<file path="src/hdl/ir_mod_pkg.sv">
// Constants and state type for the carrier modulator
package ir_mod_pkg;

  localparam int unsigned CLK_PERIOD_NS = 8;
  localparam int unsigned ADDR_W = 8;
  localparam int unsigned DATA_W = 8;

  // Register offsets
  localparam logic [7:0] OFS_MOD_CTRL = 8'h02;
  localparam logic [7:0] OFS_OVF_CTRL = 8'h03;
  localparam logic [7:0] OFS_STATUS = 8'h04;
  localparam logic [7:0] OFS_PORT_A = 8'h1B;

  // Field positions
  localparam int unsigned ON_TIME_LSB = 3;
  localparam int unsigned LED_BIT = 2;

  // Reset values
  localparam logic [7:0] MOD_CTRL_RST = 8'h00;
  localparam logic [3:0] PORT_A_RST = 4'h4;
  localparam logic [1:0] OVF_CTRL_RST = 2'h0;

  // Duty configurations
  localparam logic [2:0] CONF_OFF = 3'h0;
  localparam logic [2:0] CONF_RSVD = 3'h6;
  localparam logic [2:0] CONF_HF = 3'h7;

  // Overflow output modes
  localparam logic [1:0] OOM_NONE = 2'h0;
  localparam logic [1:0] OOM_TOGGLE = 2'h1;
  localparam logic [1:0] OOM_CLEAR = 2'h2;
  localparam logic [1:0] OOM_SET = 2'h3;

  typedef enum logic [2:0] {
    PH_IDLE = 3'b001,
    PH_ON = 3'b010,
    PH_OFF = 3'b100
  } phase_e;

endpackage

</file>
<file path="src/hdl/ir_carrier_modulator.sv">
// Infrared carrier modulator driving the high-current LED pin
// Notes on behaviour
// - Pulse low for one to three units of on-time count plus one
// - Duty config sets on and off units
// - Config zero: pin follows port bit
// - Config 111 gates pin with clock
// - Port bit one forces pin high
// - One timer tick per modulation period
// - Tick continues while modulation stopped
// - Timer overflow may set or clear pin
// - Pin goes low only at cycle start in configs 1 to 5
// - Control rewrites apply at next cycle
// - On-time count spans zero to 31
// - Pin always driven, no direction control
// - Pin and port outputs delayed one extra cycle
`timescale 1ns/100ps
`default_nettype none

module ir_carrier_modulator (
  // Clock and reset
  input wire logic CLK_SYS_I,
  input wire logic RST_I,
  // Register port
  input wire logic [ir_mod_pkg::ADDR_W-1:0] ADDR_I,
  input wire logic [ir_mod_pkg::DATA_W-1:0] WDATA_I,
  input wire logic WR_I,
  input wire logic RD_I,
  output logic [ir_mod_pkg::DATA_W-1:0] RDATA_O,
  // Burst timer link
  input wire logic TMR_OVF_I,
  output logic MOD_TICK_O,
  // LED pad
  output logic LED_LEVEL_O,
  output logic LED_CLK_GATE_O,
  output logic [3:0] PORT_A_O
);
  import ir_mod_pkg::*;

  typedef struct packed {
    logic [7:0] mod_ctrl;
    logic [3:0] port_a;
    logic [1:0] oom;
    logic [4:0] cur_on_time;
    logic [2:0] cur_conf;
    phase_e ph;
    logic [6:0] cnt;
    logic running;
    logic lvl1;
    logic gate1;
    logic [3:0] port1;
    logic lvl_out;
    logic gate_out;
    logic [3:0] port_out;
    logic tick;
    logic [7:0] rdata;
  } state_s;

  localparam state_s S_RESET = '{
    mod_ctrl: MOD_CTRL_RST,
    port_a: PORT_A_RST,
    oom: OVF_CTRL_RST,
    cur_on_time: 5'h00,
    cur_conf: CONF_OFF,
    ph: PH_IDLE,
    cnt: 7'h00,
    running: 1'b0,
    lvl1: 1'b1,
    gate1: 1'b0,
    port1: PORT_A_RST,
    lvl_out: 1'b1,
    gate_out: 1'b0,
    port_out: PORT_A_RST,
    tick: 1'b0,
    rdata: 8'h00
  };

  state_s s_reg;
  state_s s_next;

  // Phase length in clocks for a config, unit and phase
  function automatic logic [6:0] ph_len(input logic [2:0] conf,
                                        input logic [4:0] on_time,
                                        input logic is_on);
    logic [6:0] u;
    u = {2'h0, on_time} + 7'h01;
    ph_len = u;
    if (is_on && conf == 3'h4) begin
      ph_len = 7'(u << 1);
    end
    if (is_on && conf == 3'h5) begin
      ph_len = 7'(u * 7'h03);
    end
    if (!is_on && conf == 3'h2) begin
      ph_len = 7'(u << 1);
    end
    if (!is_on && conf == 3'h3) begin
      ph_len = 7'(u * 7'h03);
    end
  endfunction

  function automatic logic counted(input logic [2:0] conf);
    counted = conf != CONF_OFF && conf != CONF_RSVD && conf != CONF_HF;
  endfunction

  logic led_bit;
  logic cyc_start;
  logic [2:0] new_conf;
  logic [4:0] new_on_time;
  logic [6:0] on_len_now;

  assign led_bit = s_reg.port_a[LED_BIT];
  assign new_conf = s_reg.mod_ctrl[2:0];
  assign new_on_time = s_reg.mod_ctrl[7:ON_TIME_LSB];
  assign on_len_now = ph_len(s_reg.cur_conf, s_reg.cur_on_time, 1'b1);
  assign cyc_start = s_reg.ph == PH_IDLE ||
                     (s_reg.ph == PH_OFF && s_reg.cnt == 7'h01);

  always_comb begin
    s_next = s_reg;
    s_next.tick = 1'b0;
    s_next.rdata = 8'h00;

    // Register writes
    if (WR_I) begin
      unique case (ADDR_I)
        OFS_MOD_CTRL: s_next.mod_ctrl = WDATA_I;
        OFS_OVF_CTRL: s_next.oom = WDATA_I[1:0];
        OFS_PORT_A: s_next.port_a = WDATA_I[3:0];
        default: ;
      endcase
    end

    // Overflow applied after a same-cycle write, so it wins
    if (TMR_OVF_I) begin
      unique case (s_reg.oom)
        OOM_NONE: ;
        OOM_TOGGLE: s_next.port_a[LED_BIT] = ~s_next.port_a[LED_BIT];
        OOM_CLEAR: s_next.port_a[LED_BIT] = 1'b0;
        OOM_SET: s_next.port_a[LED_BIT] = 1'b1;
      endcase
    end

    // Reads answer one cycle later; unmapped reads give zero
    if (RD_I) begin
      unique case (ADDR_I)
        OFS_MOD_CTRL: s_next.rdata = s_reg.mod_ctrl;
        OFS_OVF_CTRL: s_next.rdata = {6'h00, s_reg.oom};
        OFS_PORT_A: s_next.rdata = {4'h0, s_reg.port_a};
        OFS_STATUS: s_next.rdata = {5'h00, s_reg.ph == PH_ON,
                                    s_reg.tick, s_reg.running};
        default: s_next.rdata = 8'h00;
      endcase
    end

    // Period engine runs regardless of the port bit
    s_next.tick = (s_reg.ph == PH_OFF && s_reg.cnt == 7'h01) ||
                  (s_reg.ph == PH_IDLE && s_reg.cur_conf == CONF_HF);
    unique case (s_reg.ph)
      PH_ON: begin
        if (s_reg.cnt == 7'h01) begin
          s_next.ph = PH_OFF;
          s_next.cnt = ph_len(s_reg.cur_conf, s_reg.cur_on_time, 1'b0);
        end else begin
          s_next.cnt = s_reg.cnt - 7'h01;
        end
      end
      PH_OFF: begin
        if (s_reg.cnt != 7'h01) begin
          s_next.cnt = s_reg.cnt - 7'h01;
        end
      end
      PH_IDLE: ;
    endcase

    // New settings load only at a cycle boundary
    if (cyc_start) begin
      s_next.cur_conf = new_conf;
      s_next.cur_on_time = new_on_time;
      s_next.running = !led_bit && new_conf != CONF_OFF &&
                       new_conf != CONF_RSVD;
      if (counted(new_conf)) begin
        s_next.ph = PH_ON;
        s_next.cnt = ph_len(new_conf, new_on_time, 1'b1);
      end else begin
        s_next.ph = PH_IDLE;
        s_next.cnt = 7'h00;
      end
    end

    // Stopping is immediate, restarting waits for a boundary
    if (led_bit) begin
      s_next.running = 1'b0;
    end

    // Pin level from current state
    s_next.gate1 = 1'b0;
    if (led_bit) begin
      s_next.lvl1 = 1'b1;
    end else if (s_reg.cur_conf == CONF_OFF ||
                 s_reg.cur_conf == CONF_RSVD) begin
      s_next.lvl1 = 1'b0;
    end else if (s_reg.cur_conf == CONF_HF) begin
      s_next.lvl1 = 1'b1;
      s_next.gate1 = s_reg.running;
    end else begin
      s_next.lvl1 = !(s_reg.running && s_reg.ph == PH_ON);
    end
    s_next.port1 = s_reg.port_a;

    // Extra stage delays pin, gate and port outputs alike by one cycle
    s_next.lvl_out = s_reg.lvl1;
    s_next.gate_out = s_reg.gate1;
    s_next.port_out = s_reg.port1;
  end

  always_ff @(posedge CLK_SYS_I) begin
    if (RST_I) begin
      s_reg <= S_RESET;
    end else begin
      s_reg <= s_next;
    end
  end

  // Pad is the clock when the gate is high, else the level
  assign LED_LEVEL_O = s_reg.lvl_out;
  assign LED_CLK_GATE_O = s_reg.gate_out;
  assign PORT_A_O = s_reg.port_out;
  assign MOD_TICK_O = s_reg.tick;
  assign RDATA_O = s_reg.rdata;

  // Helper run-length counters seen only by assertions
  logic [7:0] low_run;
  logic [7:0] high_run;
  always_ff @(posedge CLK_SYS_I) begin
    if (RST_I) begin
      low_run <= 8'h00;
      high_run <= 8'h00;
    end else begin
      low_run <= s_reg.lvl1 ? 8'h00 : low_run + 8'h01;
      high_run <= s_reg.lvl1 ? high_run + 8'h01 : 8'h00;
    end
  end
endmodule

`default_nettype wire

</file>
<file path="config.mk">
export PLATFORM = sky130hd
export DESIGN_NAME = ir_carrier_modulator
export DESIGN_NICKNAME = d
export VERILOG_FILES = /design/src/hdl/ir_mod_pkg.sv /design/src/hdl/ir_carrier_modulator.sv
export SDC_FILE = /design/constraint.sdc
export NUM_CORES = 1
export LEC_CHECK = 0
export BUFFER_PORTS_ARGS = -buffer_cell sky130_fd_sc_hd__buf_4
export CAP_MARGIN = 20
export CORE_ASPECT_RATIO = 2
export CORE_MARGIN = 3
export CORE_UTILIZATION = 40
export DETAILED_ROUTE_END_ITERATION = 6
export GPL_TIMING_DRIVEN = 0
export SLEW_MARGIN = 25
export SYNTH_ARGS = -nofsm -noshare
export SYNTH_HDL_FRONTEND = slang
export SYNTH_SLANG_ARGS = --single-unit
</file>
<file path="constraint.sdc">
create_clock -name CLK_SYS_I -period 2.9 [get_ports CLK_SYS_I]
set_clock_uncertainty 0.15 [all_clocks]
set_input_delay 0.58 -clock CLK_SYS_I [delete_from_list [all_inputs] [get_ports CLK_SYS_I]]
set_output_delay 0.58 -clock CLK_SYS_I [all_outputs]
set_load 0.05 [all_outputs]
</file>
# == Word-level counts from Yosys, hierarchy flattened ==
# Cells that the tools add are included.
# word_totals
regBits,54
input_bits,21
output_inout_bits,15
word_cells,90
# op_classes
add_sub_neg,3
eq_ne,21
reduce_logical,25
multipliers,2
mux,19
bitwise_logic,3
# ops
op,count
two-way mux 7 bit,6
case mux 8 bit (4 select lines),1
"== test 8 x 2 -> 1 bit, second input constant",2
"== test 3 bit, second input constant",5
"multiplier 6 x 2 -> 7 bit, second input constant",2
case mux 7 bit (2 select lines),1
"adder 5 x 1 -> 6 bit, second input constant",2
two-way mux 11 bit,1
AND reduction 2 bit,5
"== test 3 x 2 -> 1 bit, second input constant",3
two-way mux 3 bit,3
two-way mux 9 bit,1
"== test 8 x 3 -> 1 bit, second input constant",1
"== test 8 x 5 -> 1 bit, second input constant",1
"== test 7 x 1 -> 1 bit, second input constant",1
logical AND 1 bit,7
"inequality test 7 x 1 -> 1 bit, second input constant",1
"subtractor 7 x 1 -> 7 bit, second input constant",1
"inequality test 3 bit, second input constant",2
nonzero test 3 bit,2
two-way mux 5 bit,1
"== test 2 bit, second input constant",2
nonzero test 2 bit,2
OR reduction 2 bit,2
other kinds (11),18

# == Logic depth before layout (Yosys ltp) ==
# Gate-level depths: netlist (run 1).
# logic_depth
word_depth,6
mapped_depth,11

# == Worst setup path before layout (run 1) ==
# OpenSTA, ideal clock, no wires.
# synth_path
kind,reg2reg
startpoint,register s_reg[37] in the netlist's numbering
endpoint,register s_reg[28] in the netlist's numbering
required_ns,2.680
t_arrival_ns,2.463
synth_period_minus_slack_ns,2.683
setup_ns,0.070
path_stages_with_launch,12
path_slack_ns,0.217
path_cell_list,dfxtp_1 > clkbuf_1 > nand3_1 > xor2_1 > inv_1 > ha_1 > a21oi_1 > a21oi_1 > or4_1 > nand4_1 > o21ai_0 > a21oi_1
# synth_between
elab_chain_len,6
elab_cells_between_ends,7
classes_between,add/sub (1); mul (1); mux (5)
# synth_lines
item,line,text
"start, declared",ir_carrier_modulator.sv:77,state_s s_reg;
"start signal, assigned",ir_carrier_modulator.sv:220,s_reg <= s_next;
adder 5 x 1 -> 6 bit *,ir_carrier_modulator.sv:85,"u = {2'h0, on_time} + 7'h01;"
multiplier 6 x 2 -> 7 bit / two-way mux 7 bit (equally long branches),"ir_carrier_modulator.sv:97, ir_carrier_modulator.sv:93",
two-way mux 7 bit *,ir_carrier_modulator.sv:96,if (!is_on && conf == 3'h3) begin
two-way mux 7 bit *,ir_carrier_modulator.sv:160,if (s_reg.cnt == 7'h01) begin
case mux 7 bit (2 select lines) *,ir_carrier_modulator.sv:158,unique case (s_reg.ph)
two-way mux 11 bit *,ir_carrier_modulator.sv:176,if (cyc_start) begin
# Every way passes the cells marked *; elsewhere a longest branch is shown, timed or not.
# A chain may end at the register's enable or synchronous reset.

# == Worst setup path in the final report (run 1) ==
# layout_path
startpoint,register s_reg[35] in the netlist's numbering
endpoint,register s_reg[27] in the netlist's numbering
# The elaborated chain is that of the path after synthesis.

==> flow_summary_export.csv, run 1 <==
group,metric,value,unit
run_status,status,"finished, final reports clean",
final_layout,fill_cells,809,
final_layout,fin_area,0.00404,mm2
worst_setup_path,rrSetupSlack,0.13,ns
logic_synthesis,synth-seq-cells,54,
worst_setup_path,cp_slowest_cell,"fa_1",
power_and_ir_drop,p_per_area,371,mW/mm2
die,die_w,70.8,um
final_layout,final_cell_mix,"49 x dfxtp_1, 46 x buf_4, 43 x a21oi_1",
clocking,clk_latency,0.30,ns
logic_synthesis,async_flop_share,0,%
clocking,clk_pin_slew_worst_paths,0.07,ns
global_routing,grt_max_degree,17,
logic_synthesis,synthFlopType,"dfxtp_1",
final_layout,multi_input_area,0.00216,mm2
final_layout,ff_latch_area,0.00109,mm2
logic_synthesis,synth_area,0.00335,mm2
sta,finalSetupViolations,0,
clocking,clockBufferDepth,2,
logic_synthesis,synth_edf_count,0,
routing,vias,3105,
routing,avgViaCountPerCell,5.66,
sta,period_needed,2.77,ns
placed_design,place_area,0.00372,mm2
worst_hold_path,hold_class,"flop to flop",
logic_synthesis,postSynthCellCount,414,
sta,rsz0062_at_grt,"yes",
die,start_util,41.6,%
flow_run,maxCapViolations,0,
final_layout,areaGrowthSynthToFinish,20.3,%
worst_hold_path,min_path_cells,1,
worst_setup_path,cp.required,2.96,ns
final_layout,fin_cells,549,
power_and_ir_drop,ir_worst_vdd,0.568,mV
final_layout,final_common_cell,"dfxtp_1",
sta,finalMaxSlewViolations,0,
placed_design,dp_hpwl,7250,um
routing,wl_per_cell,16.9,um
die,ioPinCount,36,
clocking,cts_tree,"yes",
placed_design,place_congestion,0.875,
sta,max_slew.worst_pin.slew,0.675,ns
power_and_ir_drop,p_leak,1.56,nW
die,core_area,0.00806,mm2
sta,slew-limit-headroom,55.0,%
worst_setup_path,path_common_cell,"a21oi_1",
worst_setup_path,crit_type,"flop to flop",
logic_synthesis,synth.avg_cell_area,8.10,um2
clocking,numCtsBuffers,5,
placed_design,dp.cells,543,
clocking,ctsRootBufferMaster,"clkbuf_16",
sta,period_share,95.7,%
die,dieHeight,136,um
worst_setup_path,critPathMaxStageDelay,0.51,ns
worst_setup_path,worstSetupStartpointType,"flop",
worst_setup_path,cp_top_family,"compound AO/OA/AOI/OAI gates",
sta,fmaxAchievable,360,MHz
logic_synthesis,synth_area_leaders,"dfxtp_1 32%, a21oi_1 6.9%, ha_1 4.8%",
logic_synthesis,ys_seq_area_share,32.2,%
logic_synthesis,yosysWarnings,0,
worst_setup_path,r2r_start,"s_reg[35]",
global_routing,antenna_found_initial,0,
sta,hold_ws,0.261,ns
final_layout,layout.nets,489,
worst_setup_path,critical_path.max_fanout,8,
worst_setup_path,end_kind,"flop",
global_routing,grt_pass1_vias,3104,
die,dieArea,0.00959,mm2
worst_hold_path,hp-start,"s_next[14]",
worst_setup_path,crit_path_cell_trace,"ha_2 > xnor2_2 > inv_1 > fa_1 > a21oi_4 > a21oi_1 > o31ai_2 > a21oi_1 > nand3b_1 > a211oi_1",
clocking,clkSinkCount,54,
logic_synthesis,post_synth_num_cell_types,63,
routing,drt_first_pass_iters,4,
routing,ant_nets,0,
worst_setup_path,reg2reg_to,"s_reg[27]",
clocking,h-tree-depth,2,
final_layout,largest_reg_flops,21,
global_routing,grt_usage,20.1,%
clocking,postCtsHoldBufs,0,
placed_design,place.port_buffers,33,
final_layout,num_antenna_cells,0,
worst_hold_path,hold_end,"LED_LEVEL_O",
worst_setup_path,r2r_cells,10,
routing,drc_errors,0,
logic_synthesis,synth_top_area_cell,"dfxtp_1",
routing,finalWirelength,9300,um
routing,drt_iter0_drc,180,
worst_setup_path,cp_num_buf_inv,1,
global_routing,grt_pass1_wl,15100,um
logic_synthesis,synth_top_cell_area_share,32.2,%
sta,final_hold_viol_count,0,
die,num_rows,46,
logic_synthesis,synth_nets,450,
global_routing,grt_remaining_overflow,0,
worst_setup_path,cp.arrival,2.83,ns
final_layout,drive_gt1_share,22.1,%
area by class of cell:
| cell class | instances | area share (%) |
|---|---|---|
| Clock buffer | 5 | 3.10 |
| Multi-Input combinational cell | 306 | 53.4 |
| Inverter | 18 | 1.67 |
| Timing Repair Buffer | 34 | 6.33 |
| Sequential cell | 54 | 26.9 |
| Buffer | 34 | 4.59 |
| Clock inverter | 2 | 0.961 |
| Tap cell | 96 | 2.98 |
synthesized netlist by cell type (all sizes together) (2+ instances only):
cell type  number
dfxtp          54
a21oi          46
nand2          38
nand3          25
o21ai          21
clkbuf         20
inv            18
nor2           18
buf            16
ha             13
nor3           13
a211oi         11
nor2b          11
xnor2           9
and2            7
xor2            7
a22oi           6
nand2b          6
mux2i           5
or2             5
nand3b          4
o211ai          4
o22ai           4
a21boi          3
a21o            3
a311oi          3
a31oi           3
nand4           3
a2111oi         2
a221oi          2
a32oi           2
and3            2
and4bb          2
fa              2
o2111ai         2
o21bai          2
o221ai          2
o22a            2
o31ai           2
or3             2
per-layer routing:
metal | vias up | global-route usage (%) | part of all wire (%)
li1 | 1547 | - | -
met1 | 1473 | 19.4 | 36
met2 | 64 | 40.2 | 59
met3 | 21 | 2.23 | 2.5
met4 | 0 | 9.73 | 3.4
met5 | - | 0 | 0
worst register-to-register path, cell delays in order, from the launching register on:
cell and delay, ns:
dfxtp_2 0.42, ha_2 0.26, xnor2_2 0.14, inv_1 0.14, fa_1 0.51, a21oi_4 0.20, a21oi_1 0.07, o31ai_2 0.28
a21oi_1 0.09, nand3b_1 0.19, a211oi_1 0.23
metrics by stage:
| step | power, mW | worst slack, ns | TNS (ns) | utilization [%] |
|---|---|---|---|---|
| 4_1_cts | 1.51 | 0.0159 | 0 | 48.7 |
| 6_report | 1.50 | 0.125 | 0 | 50.1 |
| 5_1_grt | 1.54 | -0.0315 | -0.0315 | 50.1 |
| 3_3_place_gp | 0.828 | -0.248 | -0.345 | 46.2 |
| 3_5_place_dp | 0.829 | -0.332 | -0.539 | 46.2 |
| 2_1_floorplan | 0.793 | 0.217 | 0 | - |
cell families (layout without fill, tap and decap cells):
group	Yosys count	in the layout	share of synthesized area, %
AOI/OAI and AO/OA	125	125	24.1
and+or+nand+nor	143	143	23.7
xor gates and xnor gates	16	16	4.18
buffers and inverters	54	93	7.53
adders and majority gates	16	16	6.34
muxes	6	6	1.94
DFF	54	54	32.2
how the worst max path moves through the flow:
stage / from / endpoint / slack (ns) / cells past startpoint
floorplan: s_reg[37] / s_reg[28] / 0.22 / 11
global placement: s_reg[37] / s_reg[28] / -0.25 / 11
detailed placement: s_reg[37] / s_reg[28] / -0.33 / 11
CTS: new_on_time[1] / s_reg[26] / 0.02 / 9
global route: s_reg[35] / s_reg[27] / -0.03 / 10
finish: s_reg[35] / s_reg[27] / 0.13 / 10
report_power, final:
group,switching (mW),internal (mW),leakage (nW)
Clock,0.281,0.405,0.0799
Sequential,0.00185,0.742,0.438
Combinational,0.0380,0.0298,1.04
Total,0.321,1.18,1.56
repair_timing:
item,4_1_cts,5_1_grt
buffers inserted,1,0
gates resized for setup,10,24
pin swaps,0,1
setup endpoints to repair,3,4
gates cloned,0,0
(Power assumes the default switching activity.)
==> run 2: changes to the inputs <==
--- a/config.mk
+++ b/config.mk
@@ -9,9 +9,10 @@
 export CAP_MARGIN = 20
 export CORE_ASPECT_RATIO = 2
 export CORE_MARGIN = 3
-export CORE_UTILIZATION = 40
+export CORE_UTILIZATION = 45
 export DETAILED_ROUTE_END_ITERATION = 6
 export GPL_TIMING_DRIVEN = 0
+export PLACE_DENSITY = 0.66
 export SLEW_MARGIN = 25
 export SYNTH_ARGS = -nofsm -noshare
 export SYNTH_HDL_FRONTEND = slang
==> flow_summary_export.csv, run 2 (synthesized netlist as in run 1, its figures left out) <==
group,metric,value,unit
run_status,status,"finished, final reports clean",
die,die_w,67.1,um
power_and_ir_drop,ir_worst_vdd,0.385,mV
worst_setup_path,critical_path.max_fanout,8,
clocking,ctsRootBufferMaster,"clkbuf_16",
final_layout,drive_gt1_share,21.0,%
global_routing,grt_usage,22.8,%
sta,finalMaxSlewViolations,0,
sta,period_share,96.1,%
final_layout,layout.nets,488,
clocking,cts_setup_buffers,0,
worst_setup_path,cp_top_family,"compound AO/OA/AOI/OAI gates",
sta,max_slew.worst_pin.slew,0.654,ns
sta,period_needed,2.79,ns
sta,finalSetupViolations,0,
global_routing,grt_pass1_vias,3163,
worst_setup_path,rrSetupSlack,0.11,ns
routing,finalWirelength,9310,um
power_and_ir_drop,pwr-share-seq,50.8,%
clocking,clockBufferDepth,2,
worst_setup_path,critPathMaxStageDelay,0.35,ns
power_and_ir_drop,p_leak,1.55,nW
sta,hold_ws,0.263,ns
worst_setup_path,cp.required,2.92,ns
placed_design,place_area,0.00371,mm2
global_routing,grt_remaining_overflow,0,
final_layout,final_cell_mix,"49 x dfxtp_1, 46 x buf_4, 44 x a21oi_1",
die,core_area,0.00710,mm2
die,num_rows,43,
placed_design,place_congestion,0.899,
power_and_ir_drop,p_int,1.12,mW
die,dieArea,0.00859,mm2
placed_design,dp_hpwl,7230,um
global_routing,antenna_found_initial,0,
worst_setup_path,worstSetupStartpointType,"flop",
sta,slew-limit-headroom,56.4,%
die,start_util,47.2,%
routing,vias,3135,
clocking,cts_tree,"yes",
die,dieHeight,128,um
worst_hold_path,min_path_cells,1,
flow_run,maxCapViolations,0,
final_layout,areaGrowthSynthToFinish,18.8,%
worst_setup_path,reg2reg_to,"s_reg[26]",
power_and_ir_drop,clkPwrFrac,44.7,%
final_layout,final_common_cell,"dfxtp_1",
power_and_ir_drop,swShare,23.2,%
worst_setup_path,crit_end,"s_reg[26]",
final_layout,multi_input_area,0.00213,mm2
worst_setup_path,path_depth,11,
final_layout,num_antenna_cells,0,
routing,wl_per_cell,17.1,um
worst_setup_path,end_kind,"flop",
routing,drt_iter0_drc,229,
routing,avgViaCountPerCell,5.77,
clocking,clk_latency,0.30,ns
worst_setup_path,crit_path_cell_trace,"buf_4 > inv_1 > ha_1 > inv_1 > ha_1 > a21o_1 > a211oi_1 > o221ai_1 > o211ai_1 > o2111ai_1 > nor4bb_2",
global_routing,met2_usage,45.6,%
global_routing,grt_use_met3,2.02,%
global_routing,top_usage_layer,"met2",
routing,ant_nets,0,
clocking,clkSinkCount,54,
final_layout,ff_latch_area,0.00109,mm2
clocking,clk_pin_slew_worst_paths,0.08,ns
routing,drc_errors,0,
worst_setup_path,r2r_cells,11,
die,ioPinCount,36,
worst_setup_path,startpoint,"new_on_time[0]",
power_and_ir_drop,p_per_area,367,mW/mm2
final_layout,largest_reg_flops,21,
clocking,numCtsBuffers,5,
global_routing,grt_max_degree,19,
clocking,postCtsHoldBufs,0,
global_routing,grt_util_met1,21.6,%
final_layout,fin_area,0.00399,mm2
clocking,h-tree-depth,2,
worst_setup_path,cp_slowest_cell,"dfxtp_1",
worst_setup_path,r2r_start,"new_on_time[0]",
worst_setup_path,crit_type,"flop to flop",
sta,fmaxAchievable,359,MHz
power_and_ir_drop,p_sw,0.339,mW
routing,drt_first_pass_iters,4,
worst_hold_path,hold_class,"flop to flop",
placed_design,place.port_buffers,33,
final_layout,fill_cells,718,
global_routing,grt_pass1_wl,15000,um
worst_setup_path,cp_num_buf_inv,3,
power_and_ir_drop,combinationalPowerShare,4.6,%
worst_setup_path,cp.arrival,2.81,ns
sta,final_hold_viol_count,0,
-- run 2: changes by cell type in the layout (fill, tap and decap cells not counted), sizes merged --
| cell | previous run | this run |
|---|---|---|
| buf | 51 | 50 |
| bufinv | 1 | 0 |
| clkbuf | 22 | 23 |
| clkinv | 1 | 0 |
| inv | 18 | 20 |
-- run 2: layer usage --
metal  vias up  part of all wire [%]
li1       1544                     -
met1      1497                    34
met2        72                    60
met3        22                   2.9
met4         0                   3.6
met5         -                     0
-- run 2: power by group through the flow --
| stage | Combinational, mW | Sequential, mW | Clock (mW) |
|---|---|---|---|
| detailed placement | 0.0664 | 0.762 | 0 |
| floorplan | 0.0317 | 0.761 | 0 |
| finish | 0.0670 | 0.742 | 0.653 |
| global route | 0.0736 | 0.743 | 0.693 |
| CTS | 0.0667 | 0.744 | 0.663 |
| global placement | 0.0655 | 0.762 | 0 |
-- run 2: area by class of cell --
cell class | count | share of cell area (%)
Inverter | 18 | 1.69
Clock buffer | 6 | 3.48
Sequential cell | 54 | 27.4
Clock inverter | 2 | 0.502
Timing Repair Buffer | 33 | 6.21
Buffer | 34 | 4.55
Tap cell | 90 | 2.82
Multi-Input combinational cell | 306 | 53.3
-- run 2: what timing repair did --
| action | CTS | global route |
|---|---|---|
| resized for setup | 10 | 19 |
| pin swaps | 0 | 4 |
| setup endpoints to repair | 4 | 4 |
-- run 2: worst min-delay path by stage --
| stage | end | from | slack (ns) |
|---|---|---|---|
| floorplan | LED_LEVEL_O | s_next[14] | 0.24 |
| global placement | LED_LEVEL_O | s_next[14] | 0.24 |
| detailed placement | PORT_A_O[2] | s_next[11] | 0.25 |
| CTS | PORT_A_O[2] | s_next[11] | 0.27 |
| global route | PORT_A_O[2] | s_next[11] | 0.29 |
| finish | PORT_A_O[2] | s_next[11] | 0.26 |
-- run 2: per-stage QoR --
step / total power [mW] / TNS [ns] / utilization, % / worst slack (ns) / std cells
global route: 1.51 / -0.00382 / 56.1 / -0.00382 / 543
global placement: 0.827 / -0.482 / 52.3 / -0.213 / 537
finish: 1.46 / 0 / 56.1 / 0.113 / 543
floorplan: 0.793 / 0 / - / 0.217 / 414
CTS: 1.47 / -0.0752 / 55.0 / -0.0434 / 544
detailed placement: 0.828 / -0.600 / 52.3 / -0.271 / 537
==> run 3: changes to the inputs <==
--- a/config.mk
+++ b/config.mk
@@ -5,14 +5,13 @@
 export SDC_FILE = /design/constraint.sdc
 export NUM_CORES = 1
 export LEC_CHECK = 0
-export BUFFER_PORTS_ARGS = -buffer_cell sky130_fd_sc_hd__buf_4
 export CAP_MARGIN = 20
 export CORE_ASPECT_RATIO = 2
 export CORE_MARGIN = 3
 export CORE_UTILIZATION = 45
 export DETAILED_ROUTE_END_ITERATION = 6
+export DONT_BUFFER_PORTS = 1
 export GPL_TIMING_DRIVEN = 0
-export PLACE_DENSITY = 0.66
 export SLEW_MARGIN = 25
 export SYNTH_ARGS = -nofsm -noshare
 export SYNTH_HDL_FRONTEND = slang
==> flow_summary_export.csv, run 3 (synthesized netlist as in run 1, its figures left out) <==
group,metric,value,unit
worst_hold_path,hold_end,"PORT_A_O[2]",
global_routing,grt_remaining_overflow,0,
die,dieHeight,128,um
worst_setup_path,crit_type,"flop to flop",
power_and_ir_drop,p_per_area,397,mW/mm2
routing,drt_iter0_drc,167,
sta,fmaxAchievable,356,MHz
sta,period_needed,2.81,ns
clocking,numCtsBuffers,5,
die,die_w,67.1,um
worst_setup_path,critPathMaxStageDelay,0.48,ns
worst_setup_path,path_common_cell,"a21oi_1",
worst_setup_path,end_kind,"flop",
global_routing,grt_pass1_vias,3029,
worst_setup_path,critical_path.max_fanout,6,
worst_setup_path,worstSetupStartpointType,"flop",
global_routing,grt_max_degree,18,
worst_setup_path,cp_num_buf_inv,1,
worst_setup_path,cp_top_family,"compound AO/OA/AOI/OAI gates",
final_layout,multi_input_area,0.00215,mm2
sta,finalMaxSlewViolations,0,
die,num_rows,43,
final_layout,num_antenna_cells,0,
clocking,clk_pin_slew_worst_paths,0.08,ns
worst_setup_path,r2r_start,"s_reg[36]",
placed_design,place.port_buffers,0,
sta,period_share,96.9,%
worst_setup_path,reg2reg_to,"s_reg[27]",
worst_setup_path,cp.arrival,2.87,ns
worst_setup_path,path_depth,10,
flow_run,maxCapViolations,0,
final_layout,final_cell_mix,"49 x dfxtp_1, 44 x a21oi_1, 37 x nand2_1",
routing,avgViaCountPerCell,5.80,
final_layout,largest_reg_flops,21,
placed_design,dpl_worst_slack,-0.266,ns
routing,drc_errors,0,
final_layout,final_common_cell,"dfxtp_1",
die,dieArea,0.00859,mm2
power_and_ir_drop,ir_worst_vdd,0.544,mV
routing,wl_per_cell,17.8,um
worst_hold_path,hp-start,"s_next[11]",
global_routing,grt_usage,22.7,%
worst_hold_path,hold_class,"flop to flop",
final_layout,fin_cells,511,
global_routing,grt_pass1_wl,14800,um
worst_setup_path,cp.required,2.96,ns
routing,drt_first_pass_iters,4,
clocking,clockBufferDepth,2,
placed_design,place_congestion,0.854,
routing,finalWirelength,9070,um
worst_hold_path,min_path_cells,1,
sta,slew-limit-headroom,55.3,%
placed_design,dp.cells,504,
power_and_ir_drop,p_leak,1.39,nW
sta,finalSetupViolations,0,
worst_setup_path,crit_path_cell_trace,"ha_2 > xnor2_2 > inv_1 > fa_1 > a21oi_2 > a21oi_1 > o31ai_2 > a21oi_1 > nand3b_1 > a211oi_1",
final_layout,fill_cells,725,
run_status,status,"finished, final reports clean",
global_routing,antenna_found_initial,0,
clocking,clk_latency,0.30,ns
sta,setup_tns,0,ns
worst_setup_path,r2r_cells,10,
routing,ant_nets,0,
worst_setup_path,cp_slowest_cell,"fa_1",
clocking,ctsRootBufferMaster,"clkbuf_16",
final_layout,layout.nets,456,
routing,vias,2966,
clocking,clkSinkCount,54,
final_layout,drive_gt1_share,15.9,%
die,start_util,47.2,%
clocking,cts_tree,"yes",
sta,fin_ws,0.0889,ns
final_layout,ff_latch_area,0.00109,mm2
sta,final_hold_viol_count,0,
die,core_area,0.00710,mm2
die,ioPinCount,36,
sta,max_slew.worst_pin.slew,0.671,ns
placed_design,dp_hpwl,7010,um
clocking,h-tree-depth,2,
clocking,postCtsHoldBufs,0,
worst_setup_path,rrSetupSlack,0.09,ns
final_layout,areaGrowthSynthToFinish,12.8,%
[run 3: how the worst max path moves through the flow]
| stage | end | from | slack, ns |
|---|---|---|---|
| after global routing | s_reg[27] | s_reg[36] | -0.003 |
| final | s_reg[27] | s_reg[36] | 0.09 |
| after global placement | s_reg[28] | s_reg[37] | -0.22 |
| after CTS | s_reg[28] | s_reg[35] | -0.06 |
| after detailed placement | s_reg[28] | s_reg[37] | -0.27 |
| after floorplan | s_reg[28] | s_reg[37] | 0.22 |
[run 3: layout make-up]
| type | count | area share [%] |
|---|---|---|
| timing repair buffer | 1 | 0.198 |
| clock buffer | 6 | 3.67 |
| tap | 90 | 2.98 |
| clock inverter | 2 | 1.03 |
| inverter | 18 | 1.79 |
| multi-input combinational | 306 | 56.7 |
| sequential | 54 | 28.8 |
| buffer | 34 | 4.79 |
[run 3: repair_timing]
action / CTS / global route
gates resized for setup: 8 / 24
buffers inserted: 0 / 1
endpoints found under the setup margin: 3 / 3
pin swaps: 0 / 2
[run 3: where the power goes]
part	switching (mW)	total, mW	leakage [nW]	internal (mW)
sequential	0.00205	0.743	0.438	0.741
clock	0.282	0.716	0.0875	0.435
combinational	0.0296	0.0439	0.867	0.0143
[run 3: layer usage]
| layer | global-route usage, % | up-vias | share of wire, % |
|---|---|---|---|
| li1 | - | 1478 | - |
| met1 | 22.6 | 1401 | 35 |
| met2 | 44.4 | 68 | 59 |
| met3 | 2.72 | 19 | 2.8 |
| met4 | 9.45 | 0 | 3.3 |
| met5 | 0 | - | 0 |
[run 3: stage by stage]
stage	util, %	power, mW	instance area, um2	hold WS (ns)
after floorplan	-	0.793	3350	0.239
after global placement	48.8	0.806	3470	0.240
after detailed placement	48.8	0.806	3470	0.247
after CTS	51.7	1.52	3670	0.263
after global routing	53.3	1.54	3780	0.272
final	53.3	1.50	3780	0.257
